==> src/flash_pin_cfg.svh <==
// constants for the serial flash pin interface
`ifndef FLASH_PIN_CFG_SVH
`define FLASH_PIN_CFG_SVH

`define SR_W 8
`define SR_RST 8'h00
`define SR_PROT_MASK 8'hfc
`define SR_STATUS_WRITE_DISABLE_BIT_BIT 7
`define SR_QE_BIT 6
`define BYTE_W 8
`define BYTE_ZERO 8'h00
`define CNT_W 4
`define CNT_ZERO 4'h0
`define BYTE_BITS 4'h8
`define STEP_1 4'h1
`define STEP_2 4'h2
`define STEP_4 4'h4
`define LANES 4
`define LANES_ZERO 4'h0
`define OE_QUAD 4'hf
`define OE_DUAL 4'h3
`define OE_SINGLE 4'h2

`endif

==> src/flash_pin_pkg.sv <==
// types for the serial flash pin interface
package flash_pin_pkg;

    typedef enum logic [1:0] {LANE_SINGLE, LANE_DUAL, LANE_QUAD} lane_mode_t;

    typedef enum logic [1:0] {ROLE_PAUSE, ROLE_RESET, ROLE_DATA} pin3_role_t;

    typedef enum logic [2:0] {ST_UNARMED, ST_STANDBY, ST_ACTIVE, ST_PAUSED, ST_PIN_RESET} link_state_t;

endpackage

==> src/pin_role_decode.sv <==
// role decode of the write-protect and hold/reset pins
module pin_role_decode (
    input wire logic quad_enable_bit,
    input wire logic dedicated_reset_present,
    input wire logic dedicated_reset_disable,
    input wire logic hold_reset_select_bit,
    input wire logic lane2_in,
    input wire logic lane3_in,
    input wire logic rst_pin_n,
    output flash_pin_pkg::pin3_role_t pin3_role,
    output logic wp_low,
    output logic pause_req,
    output logic reset_req
);
    logic dedicated_on;

    // ****************************************************
    // pin roles
    // ****************************************************
    assign dedicated_on = dedicated_reset_present & ~dedicated_reset_disable;
    assign wp_low = ~quad_enable_bit & ~lane2_in;

    always_comb begin
        if (quad_enable_bit) begin
            pin3_role = flash_pin_pkg::ROLE_DATA;
        end else if (dedicated_on) begin
            pin3_role = flash_pin_pkg::ROLE_PAUSE;
        end else if (hold_reset_select_bit) begin
            pin3_role = flash_pin_pkg::ROLE_RESET;
        end else begin
            pin3_role = flash_pin_pkg::ROLE_PAUSE;
        end
    end

    assign pause_req = (pin3_role == flash_pin_pkg::ROLE_PAUSE) & ~lane3_in;
    assign reset_req = ((pin3_role == flash_pin_pkg::ROLE_RESET) & ~lane3_in)
                     | (dedicated_on & ~rst_pin_n);
endmodule // pin_role_decode

==> src/status_guard.sv <==
// status register with write-protect gating
`include "flash_pin_cfg.svh"
module status_guard (
    input wire logic core_clk,
    input wire logic arst_n,
    input wire logic wr_req,
    input wire logic [`SR_W-1:0] wr_data,
    input wire logic wp_low,
    output logic [`SR_W-1:0] status_r,
    output logic wr_blocked_r
);
    logic blocked;

    // ****************************************************
    // guarded write
    // ****************************************************
    assign blocked = status_r[`SR_STATUS_WRITE_DISABLE_BIT_BIT] & wp_low;

    always_ff @(posedge core_clk or negedge arst_n) begin
        if (!arst_n) begin
            status_r <= `SR_RST;
        end else if (wr_req && blocked) begin
            status_r <= (status_r & `SR_PROT_MASK) | (wr_data & ~`SR_PROT_MASK);
        end else if (wr_req) begin
            status_r <= wr_data;
        end
    end

    always_ff @(posedge core_clk or negedge arst_n) begin
        if (!arst_n) begin
            wr_blocked_r <= 1'b0;
        end else begin
            wr_blocked_r <= wr_req & blocked;
        end
    end
endmodule // status_guard

==> src/flash_pin_if.sv <==
// pin-level front end of a serial flash device
`include "flash_pin_cfg.svh"
module flash_pin_if (
    input wire logic core_clk,
    input wire logic arst_n,
    input wire logic cs_n,
    input wire logic sck,
    input wire logic rst_pin_n,
    input wire logic data_lane_0_in,
    output logic data_lane_0_out,
    output logic data_lane_0_oe,
    input wire logic data_lane_1_in,
    output logic data_lane_1_out,
    output logic data_lane_1_oe,
    input wire logic data_lane_2_in,
    output logic data_lane_2_out,
    output logic data_lane_2_oe,
    input wire logic data_lane_3_in,
    output logic data_lane_3_out,
    output logic data_lane_3_oe,
    input wire flash_pin_pkg::lane_mode_t lane_mode,
    input wire logic dedicated_reset_present,
    input wire logic dedicated_reset_disable,
    input wire logic hold_reset_select_bit,
    input wire logic status_wr_req,
    input wire logic [`SR_W-1:0] status_wr_data,
    input wire logic tx_en,
    input wire logic tx_load,
    input wire logic [`BYTE_W-1:0] tx_byte,
    output logic [`SR_W-1:0] status_r,
    output logic status_wr_blocked_r,
    output logic [`BYTE_W-1:0] rx_byte_r,
    output logic rx_valid_r,
    output logic tx_empty_r,
    output logic frame_start_r,
    output logic standby_r,
    output logic paused_r,
    output logic in_reset_r
);
    flash_pin_pkg::link_state_t state_r;
    flash_pin_pkg::link_state_t state_nxt;
    flash_pin_pkg::pin3_role_t pin3_role;
    logic sck_prev_r;
    logic sck_seen_r;
    logic sck_rise;
    logic sck_fall;
    logic wp_low;
    logic pause_req;
    logic reset_req;
    logic quad_on;
    logic [`CNT_W-1:0] step;
    logic [`BYTE_W-1:0] rx_shift_r;
    logic [`BYTE_W-1:0] rx_shift_nxt;
    logic [`CNT_W-1:0] rx_cnt_r;
    logic [`CNT_W-1:0] rx_cnt_nxt;
    logic [`BYTE_W-1:0] tx_shift_r;
    logic [`CNT_W-1:0] tx_cnt_r;
    logic [`CNT_W-1:0] tx_cnt_nxt;
    logic [`LANES-1:0] lane_in;
    logic [`LANES-1:0] lane_out_r;
    logic [`LANES-1:0] lane_oe_r;
    logic [`LANES-1:0] lane_out_nxt;
    logic [`LANES-1:0] lane_oe_nxt;
    logic active;
    logic rx_take;
    logic tx_take;

    // ****************************************************
    // pin roles and status register
    // ****************************************************
    pin_role_decode u_roles (
        .quad_enable_bit(status_r[`SR_QE_BIT]),
        .dedicated_reset_present(dedicated_reset_present),
        .dedicated_reset_disable(dedicated_reset_disable),
        .hold_reset_select_bit(hold_reset_select_bit),
        .lane2_in(data_lane_2_in),
        .lane3_in(data_lane_3_in),
        .rst_pin_n(rst_pin_n),
        .pin3_role(pin3_role),
        .wp_low(wp_low),
        .pause_req(pause_req),
        .reset_req(reset_req)
    );

    status_guard u_status (
        .core_clk(core_clk),
        .arst_n(arst_n),
        .wr_req(status_wr_req),
        .wr_data(status_wr_data),
        .wp_low(wp_low),
        .status_r(status_r),
        .wr_blocked_r(status_wr_blocked_r)
    );

    // ****************************************************
    // serial clock edges
    // ****************************************************
    always_ff @(posedge core_clk or negedge arst_n) begin
        if (!arst_n) begin
            sck_prev_r <= 1'b0;
        end else begin
            sck_prev_r <= sck;
        end
    end

    // no edge on the first sample after reset, whatever the idle level
    always_ff @(posedge core_clk or negedge arst_n) begin
        if (!arst_n) begin
            sck_seen_r <= 1'b0;
        end else begin
            sck_seen_r <= 1'b1;
        end
    end

    assign sck_rise = sck & ~sck_prev_r & sck_seen_r;
    assign sck_fall = ~sck & sck_prev_r & sck_seen_r;
    assign lane_in = {data_lane_3_in, data_lane_2_in, data_lane_1_in, data_lane_0_in};

    // quad lanes only exist with quad enable set
    assign quad_on = (lane_mode == flash_pin_pkg::LANE_QUAD)
                   & (pin3_role == flash_pin_pkg::ROLE_DATA);

    always_comb begin
        if (quad_on) begin
            step = `STEP_4;
        end else if (lane_mode == flash_pin_pkg::LANE_DUAL) begin
            step = `STEP_2;
        end else begin
            step = `STEP_1;
        end
    end

    // ****************************************************
    // link state
    // ****************************************************
    always_comb begin
        state_nxt = state_r;
        case (state_r)
            flash_pin_pkg::ST_UNARMED: begin
                if (cs_n) begin
                    state_nxt = flash_pin_pkg::ST_STANDBY;
                end
            end
            flash_pin_pkg::ST_STANDBY: begin
                if (!cs_n) begin
                    state_nxt = flash_pin_pkg::ST_ACTIVE;
                end
            end
            flash_pin_pkg::ST_ACTIVE: begin
                if (cs_n) begin
                    state_nxt = flash_pin_pkg::ST_STANDBY;
                end else if (pause_req) begin
                    state_nxt = flash_pin_pkg::ST_PAUSED;
                end
            end
            flash_pin_pkg::ST_PAUSED: begin
                if (cs_n) begin
                    state_nxt = flash_pin_pkg::ST_STANDBY;
                end else if (!pause_req) begin
                    state_nxt = flash_pin_pkg::ST_ACTIVE;
                end
            end
            flash_pin_pkg::ST_PIN_RESET: begin
                state_nxt = flash_pin_pkg::ST_UNARMED;
            end
            default: begin
                state_nxt = flash_pin_pkg::ST_UNARMED;
            end
        endcase
        if (reset_req) begin
            state_nxt = flash_pin_pkg::ST_PIN_RESET;
        end
    end

    always_ff @(posedge core_clk or negedge arst_n) begin
        if (!arst_n) begin
            state_r <= flash_pin_pkg::ST_UNARMED;
        end else begin
            state_r <= state_nxt;
        end
    end

    assign active = (state_r == flash_pin_pkg::ST_ACTIVE) & ~cs_n & ~pause_req & ~reset_req;

    // ****************************************************
    // status outputs
    // ****************************************************
    always_ff @(posedge core_clk or negedge arst_n) begin
        if (!arst_n) begin
            standby_r <= 1'b1;
            paused_r <= 1'b0;
            in_reset_r <= 1'b0;
            frame_start_r <= 1'b0;
        end else begin
            standby_r <= (state_nxt == flash_pin_pkg::ST_STANDBY)
                       | (state_nxt == flash_pin_pkg::ST_UNARMED);
            paused_r <= state_nxt == flash_pin_pkg::ST_PAUSED;
            in_reset_r <= state_nxt == flash_pin_pkg::ST_PIN_RESET;
            frame_start_r <= (state_r == flash_pin_pkg::ST_STANDBY)
                           & (state_nxt == flash_pin_pkg::ST_ACTIVE);
        end
    end

    // ****************************************************
    // receive path
    // ****************************************************
    assign rx_take = active & sck_rise;

    always_comb begin
        rx_shift_nxt = rx_shift_r;
        rx_cnt_nxt = rx_cnt_r;
        if (rx_take) begin
            rx_cnt_nxt = rx_cnt_r + step;
            if (quad_on) begin
                rx_shift_nxt = {rx_shift_r[`BYTE_W-5:0], lane_in};
            end else if (lane_mode == flash_pin_pkg::LANE_DUAL) begin
                rx_shift_nxt = {rx_shift_r[`BYTE_W-3:0], lane_in[1:0]};
            end else begin
                rx_shift_nxt = {rx_shift_r[`BYTE_W-2:0], lane_in[0]};
            end
        end
    end

    // partial sequence survives a pause, dropped only by deselect or reset
    always_ff @(posedge core_clk or negedge arst_n) begin
        if (!arst_n) begin
            rx_shift_r <= `BYTE_ZERO;
            rx_cnt_r <= `CNT_ZERO;
        end else if (cs_n || reset_req) begin
            rx_shift_r <= `BYTE_ZERO;
            rx_cnt_r <= `CNT_ZERO;
        end else if (rx_cnt_nxt >= `BYTE_BITS) begin
            rx_shift_r <= rx_shift_nxt;
            rx_cnt_r <= `CNT_ZERO;
        end else begin
            rx_shift_r <= rx_shift_nxt;
            rx_cnt_r <= rx_cnt_nxt;
        end
    end

    always_ff @(posedge core_clk or negedge arst_n) begin
        if (!arst_n) begin
            rx_byte_r <= `BYTE_ZERO;
            rx_valid_r <= 1'b0;
        end else begin
            rx_valid_r <= rx_take & (rx_cnt_nxt >= `BYTE_BITS);
            if (rx_take && (rx_cnt_nxt >= `BYTE_BITS)) begin
                rx_byte_r <= rx_shift_nxt;
            end
        end
    end

    // ****************************************************
    // transmit path
    // ****************************************************
    assign tx_take = active & tx_en & sck_fall & ~tx_empty_r;
    assign tx_cnt_nxt = tx_cnt_r + step;

    always_ff @(posedge core_clk or negedge arst_n) begin
        if (!arst_n) begin
            tx_shift_r <= `BYTE_ZERO;
            tx_cnt_r <= `CNT_ZERO;
            tx_empty_r <= 1'b1;
        end else if (cs_n || reset_req) begin
            tx_cnt_r <= `CNT_ZERO;
            tx_empty_r <= 1'b1;
        end else if (tx_load && tx_empty_r) begin
            tx_shift_r <= tx_byte;
            tx_cnt_r <= `CNT_ZERO;
            tx_empty_r <= 1'b0;
        end else if (tx_take) begin
            tx_shift_r <= tx_shift_r << step;
            tx_cnt_r <= tx_cnt_nxt;
            tx_empty_r <= tx_cnt_nxt >= `BYTE_BITS;
        end
    end

    always_comb begin
        lane_out_nxt = lane_out_r;
        if (tx_take) begin
            if (quad_on) begin
                lane_out_nxt = tx_shift_r[`BYTE_W-1:`BYTE_W-4];
            end else if (lane_mode == flash_pin_pkg::LANE_DUAL) begin
                lane_out_nxt = {2'b00, tx_shift_r[`BYTE_W-1:`BYTE_W-2]};
            end else begin
                lane_out_nxt = {2'b00, tx_shift_r[`BYTE_W-1], 1'b0};
            end
        end
    end

    // drivers off outside an active, unpaused, unreset selection
    always_comb begin
        lane_oe_nxt = `LANES_ZERO;
        if (active && tx_en) begin
            if (quad_on) begin
                lane_oe_nxt = `OE_QUAD;
            end else if (lane_mode == flash_pin_pkg::LANE_DUAL) begin
                lane_oe_nxt = `OE_DUAL;
            end else begin
                lane_oe_nxt = `OE_SINGLE;
            end
        end
    end

    always_ff @(posedge core_clk or negedge arst_n) begin
        if (!arst_n) begin
            lane_out_r <= `LANES_ZERO;
            lane_oe_r <= `LANES_ZERO;
        end else begin
            lane_out_r <= lane_out_nxt;
            lane_oe_r <= lane_oe_nxt;
        end
    end

    assign data_lane_0_out = lane_out_r[0];
    assign data_lane_1_out = lane_out_r[1];
    assign data_lane_2_out = lane_out_r[2];
    assign data_lane_3_out = lane_out_r[3];
    assign data_lane_0_oe = lane_oe_r[0];
    assign data_lane_1_oe = lane_oe_r[1];
    assign data_lane_2_oe = lane_oe_r[2];
    assign data_lane_3_oe = lane_oe_r[3];
endmodule // flash_pin_if

==> config.mk <==
export PLATFORM = sky130hd
export DESIGN_NAME = flash_pin_if
export DESIGN_NICKNAME = d
export VERILOG_FILES = /design/src/flash_pin_pkg.sv /design/src/pin_role_decode.sv /design/src/status_guard.sv /design/src/flash_pin_if.sv
export VERILOG_INCLUDE_DIRS = /design/src
export SDC_FILE = /design/constraint.sdc
export NUM_CORES = 1
export LEC_CHECK = 0
export BUFFER_PORTS_ARGS = -buffer_cell sky130_fd_sc_hd__buf_2
export CORE_AREA = 4 4 98 100
export DETAILED_ROUTE_END_ITERATION = 10
export DIE_AREA = 0 0 102 104
export PLACE_DENSITY = 0.59
export SLEW_MARGIN = 20
export SYNTH_ARGS = -nofsm -noshare
export SYNTH_HDL_FRONTEND = slang
export SYNTH_SLANG_ARGS = --single-unit
export TNS_END_PERCENT = 100
==> constraint.sdc <==
create_clock -name core_clk -period 2.55 [get_ports core_clk]
set_clock_uncertainty 0.2 [all_clocks]
set_input_delay 0.255 -clock core_clk [delete_from_list [all_inputs] [get_ports core_clk]]
set_output_delay 0.255 -clock core_clk [all_outputs]
set_load 0.005 [all_outputs]
==> metrics.md <==
| Metric | Value |
|---|---|
| Area taken by multi-input logic gates | `1360 um^2` |
| Reg area | `1450 um^2` |
| Clk Latency, worst-skew pair | `0.35 ns` |
| HPWL Detailed | `approximately 4.9 mm` |
| Synth area leader | `dfrtp_1` |
| WHS Path Cells | `3` |
| Setup-failing EPs final | `0` |
| Layout Utilization | `43.8%` |
| Share of power burned in registers | `46.5%` |
| # fillers | `866` |
| Number of synthesized flops with an enable pin | `0` |
| Cell Rows | `34` |
| Post-Syn Area | `between 2000 and 3000 um^2` |
| Die Width | `102 um` |
| # IOs | `64` |
| R2r setup slk | `about 0.14 ns` |
| Antenna-violating nets left | `0` |
| Via count | `2383` |
| Largest net degree at the start of global routing | `a little under 60` |
| Clock power frac | `between 30% and 40%` |
| Gr usage total | `14.3%` |
| Clock sinks | `between 50 and 60` |
| Reg2Reg Depth | `9` |
| Max H-tree Level | `3` |
| Max-cap violation count | `0` |
| Comb power frac | `14.6%` |
| Pleak | `roughly 1.8 nW` |
| Synth Register Bits | `58` |
| Total gr overflow | `0` |
| Yosys warns | `0` |
| Min-Delay Path Class | `in2reg` |
| Top FF cell, synth | `dfrtp_1` |
| Maximum net fanout on the critical path | `5` |
| CTS tree | `done` |
| P&R area growth vs syn | `31.2%` |
| Clock root buffer | `clkbuf_8` |
| TritonCTS Buffers | `9` |
| Synth Net Count | `313` |
| Placed cell areas | `3400 um^2` |
| Peak VDD IR | `approximately 0.22 mV` |
| Final Critical Period | `about 2.4 ns` |
| CTS Buffer Depth | `2` |
| Layout cells sized above 1 | `34.9%` |
| Area share of the largest cell type after synthesis | `48.4%` |
| Tcrit/Tclk final | `94.3%` |
| Slew HR | `61.3%` |
| Worst Hold End | `lane_oe_r[0]` |
| CP endpoint kind | `flop` |
| First-pass GRT wire length | `11.8 mm` |
| Fraction of the yosys area taken by sequential cells | `50.2%` |
| DRT iter0 DRCs | `92` |
| Die Area | `about 11000 um^2` |
| WP data required | `between 2 and 3 ns` |
| PwrDens | `587 nW/um^2` |
| NetSw | `603 uW` |
| Vias in the first global route | `2375` |
| Crit Reg-Reg Endpoint | `rx_cnt_r[2]` |
| Final instance area | `3800 um^2` |
| Final nets | `407` |
| FMAX | `416 MHz` |
| Slew @ Worst Pin | `0.576 ns` |
| DRC viols | `0` |
| Async S/R FF share, synth | `100%` |
| Total power | `2.23 mW` |
| Via density | `4.95` |
| Most frequent cell after synthesis | `dfrtp_1` |
| Drt total wl | `7.11 mm` |
| Switching share of power | `27.0%` |
| Top post-synthesis cells by area | `dfrtp_1 48%, mux2_2 5.8%, nand2_1 4.4%` |
| CTS clk-pin slew, worst paths | `0.07 ns` |
| Int Power | `1.63 mW` |
| Crit path kind | `reg2reg` |
| Post-Synthesis Cells | `274` |
| Port Buffers | `63` |
| RSZ-0062 raised after global routing | `no` |
| Unique masters post-synth | `54` |
| Post-synth top cells | `56 x dfrtp_1, 34 x nand2_1, 28 x nor2_1` |
| Worst Min Path Start | `tx_en` |
| Crit start category | `flop` |
| WP data arrival | `2.47 ns` |
| DRT Pass-1 Iters | `4` |
| Post-synthesis average cell area | `10.6 um^2` |
| GP Congestion | `0.784` |
| Core area | `8680 um^2` |
| RR Startpoint | `u_status.status_r[6]` |
| Initial antenna violation count | `0` |
| Setup TNS | `0 ns` |
| Fin. Hold Viols | `0` |
| Diode count | `0` |
| DR WL/cell | `14.8 um` |
| Pins Over Slew Limit | `0` |
| Die H | `104 um` |
| Starting Density | `33.4%` |
| Status | `complete, no violations` |
[cell families after synthesis]
family / synth area share, %
buf+inv: 3.28
fa+ha+maj: 3.84
simple gates: 18.7
other cells: 0.259
xor+xnor: 1.77
mux: 9.37
flops: 50.2
compound gates: 12.5
[timing repair]
action	in CTS	in global routing
buffers inserted	0	2
hold endpoints to repair	74	0
setup endpoints to repair	0	9
resized for setup	0	2
hold buffers	18	0
[how the worst max path moves through the flow]
stage	startpoint	endpoint	slack, ns
6_report	u_status.status_r[6]	rx_cnt_r[2]	0.14
5_1_grt	u_status.status_r[6]	rx_cnt_r[2]	0.03
4_1_cts	u_status.status_r[6]	rx_byte_r[3]	0.07
3_5_place_dp	lane_mode[0]	rx_byte_r[3]	-0.01
3_3_place_gp	lane_mode[0]	rx_byte_r[6]	0.05
2_1_floorplan	lane_mode[1]	rx_byte_r[0]	0.006
[power groups by stage]
| stage | Combinational, mW | Clock (mW) | Sequential [mW] |
|---|---|---|---|
| 3_5_place_dp | 0.304 | 0 | 1.05 |
| 2_1_floorplan | 0.177 | 0 | 1.05 |
| 6_report | 0.325 | 0.867 | 1.04 |
| 4_1_cts | 0.329 | 0.897 | 1.04 |
| 5_1_grt | 0.362 | 0.931 | 1.05 |
| 3_3_place_gp | 0.302 | 0 | 1.05 |
[routing by layer]
layer	share of wire (%)	wire, um	vias to the layer above	track usage, %
li1	-	-	1164	-
met1	45	3230	1163	18.7
met2	48	3430	44	22.0
met3	3.9	280	12	3.55
met4	2.4	172	0	6.37
met5	0	0	-	0
[metrics by stage]
| stage | instances | worst slack [ns] | hold slack (ns) |
|---|---|---|---|
| 2_1_floorplan | 274 | 0.00582 | -0.241 |
| 3_3_place_gp | 445 | 0.0482 | 0.0900 |
| 3_5_place_dp | 445 | -0.00977 | 0.0883 |
| 4_1_cts | 479 | 0.0661 | 0.0238 |
| 5_1_grt | 481 | 0.0333 | 0.0460 |
| 6_report | 481 | 0.145 | 0.0240 |
[flip-flops by register name, summed over array words and instances, names as in the netlist]
register and cells:
rx_byte_r 8, tx_shift_r 8, u_status.status_r 8, rx_shift_r 7, lane_out_r 4, rx_cnt_r 4
tx_cnt_r 4, lane_oe_r 3, state_r 3, frame_start_r 1, in_reset_r 1, paused_r 1
rx_valid_r 1, sck_prev_r 1, sck_seen_r 1, standby_r 1, tx_empty_r 1, u_status.wr_blocked_r 1
[critical path, stage by stage (launching register included)]
cell and delay, ns:
dfrtp_1 0.38, and3b_1 0.20, nor2_2 0.11, ha_1 0.17, buf_4 0.12, fa_2 0.22
or4b_2 0.58, nand3_1 0.09, o21ai_0 0.08, a21oi_1 0.18
[cell type report]
| type | count | share of cell area [%] |
|---|---|---|
| timing repair buffer | 96 | 16.3 |
| clock inverter | 6 | 1.74 |
| inverter | 7 | 0.724 |
| tap | 108 | 3.55 |
| sequential | 58 | 38.2 |
| multi-input combinational | 196 | 35.8 |
| clock buffer | 10 | 3.62 |
[cells in the final DEF (no fill, tap or decap), types with 3 or more instances in the layout]
cell,n
inv_1,6
o22ai_1,9
nand3_1,3
nand4_1,4
a21oi_1,8
nor2_1,27
and3_1,3
buf_2,63
mux2_2,15
dfrtp_1,56
a2bb2oi_1,7
clkinvlp_4,3
buf_4,14
clkbuf_8,10
nand3b_1,4
nor3_1,7
a31oi_1,10
nand2_1,34
mux2i_1,8
ha_1,4
o21ai_0,8
dlygate4sd3_1,18
Power figures use the tool's default switching activity.
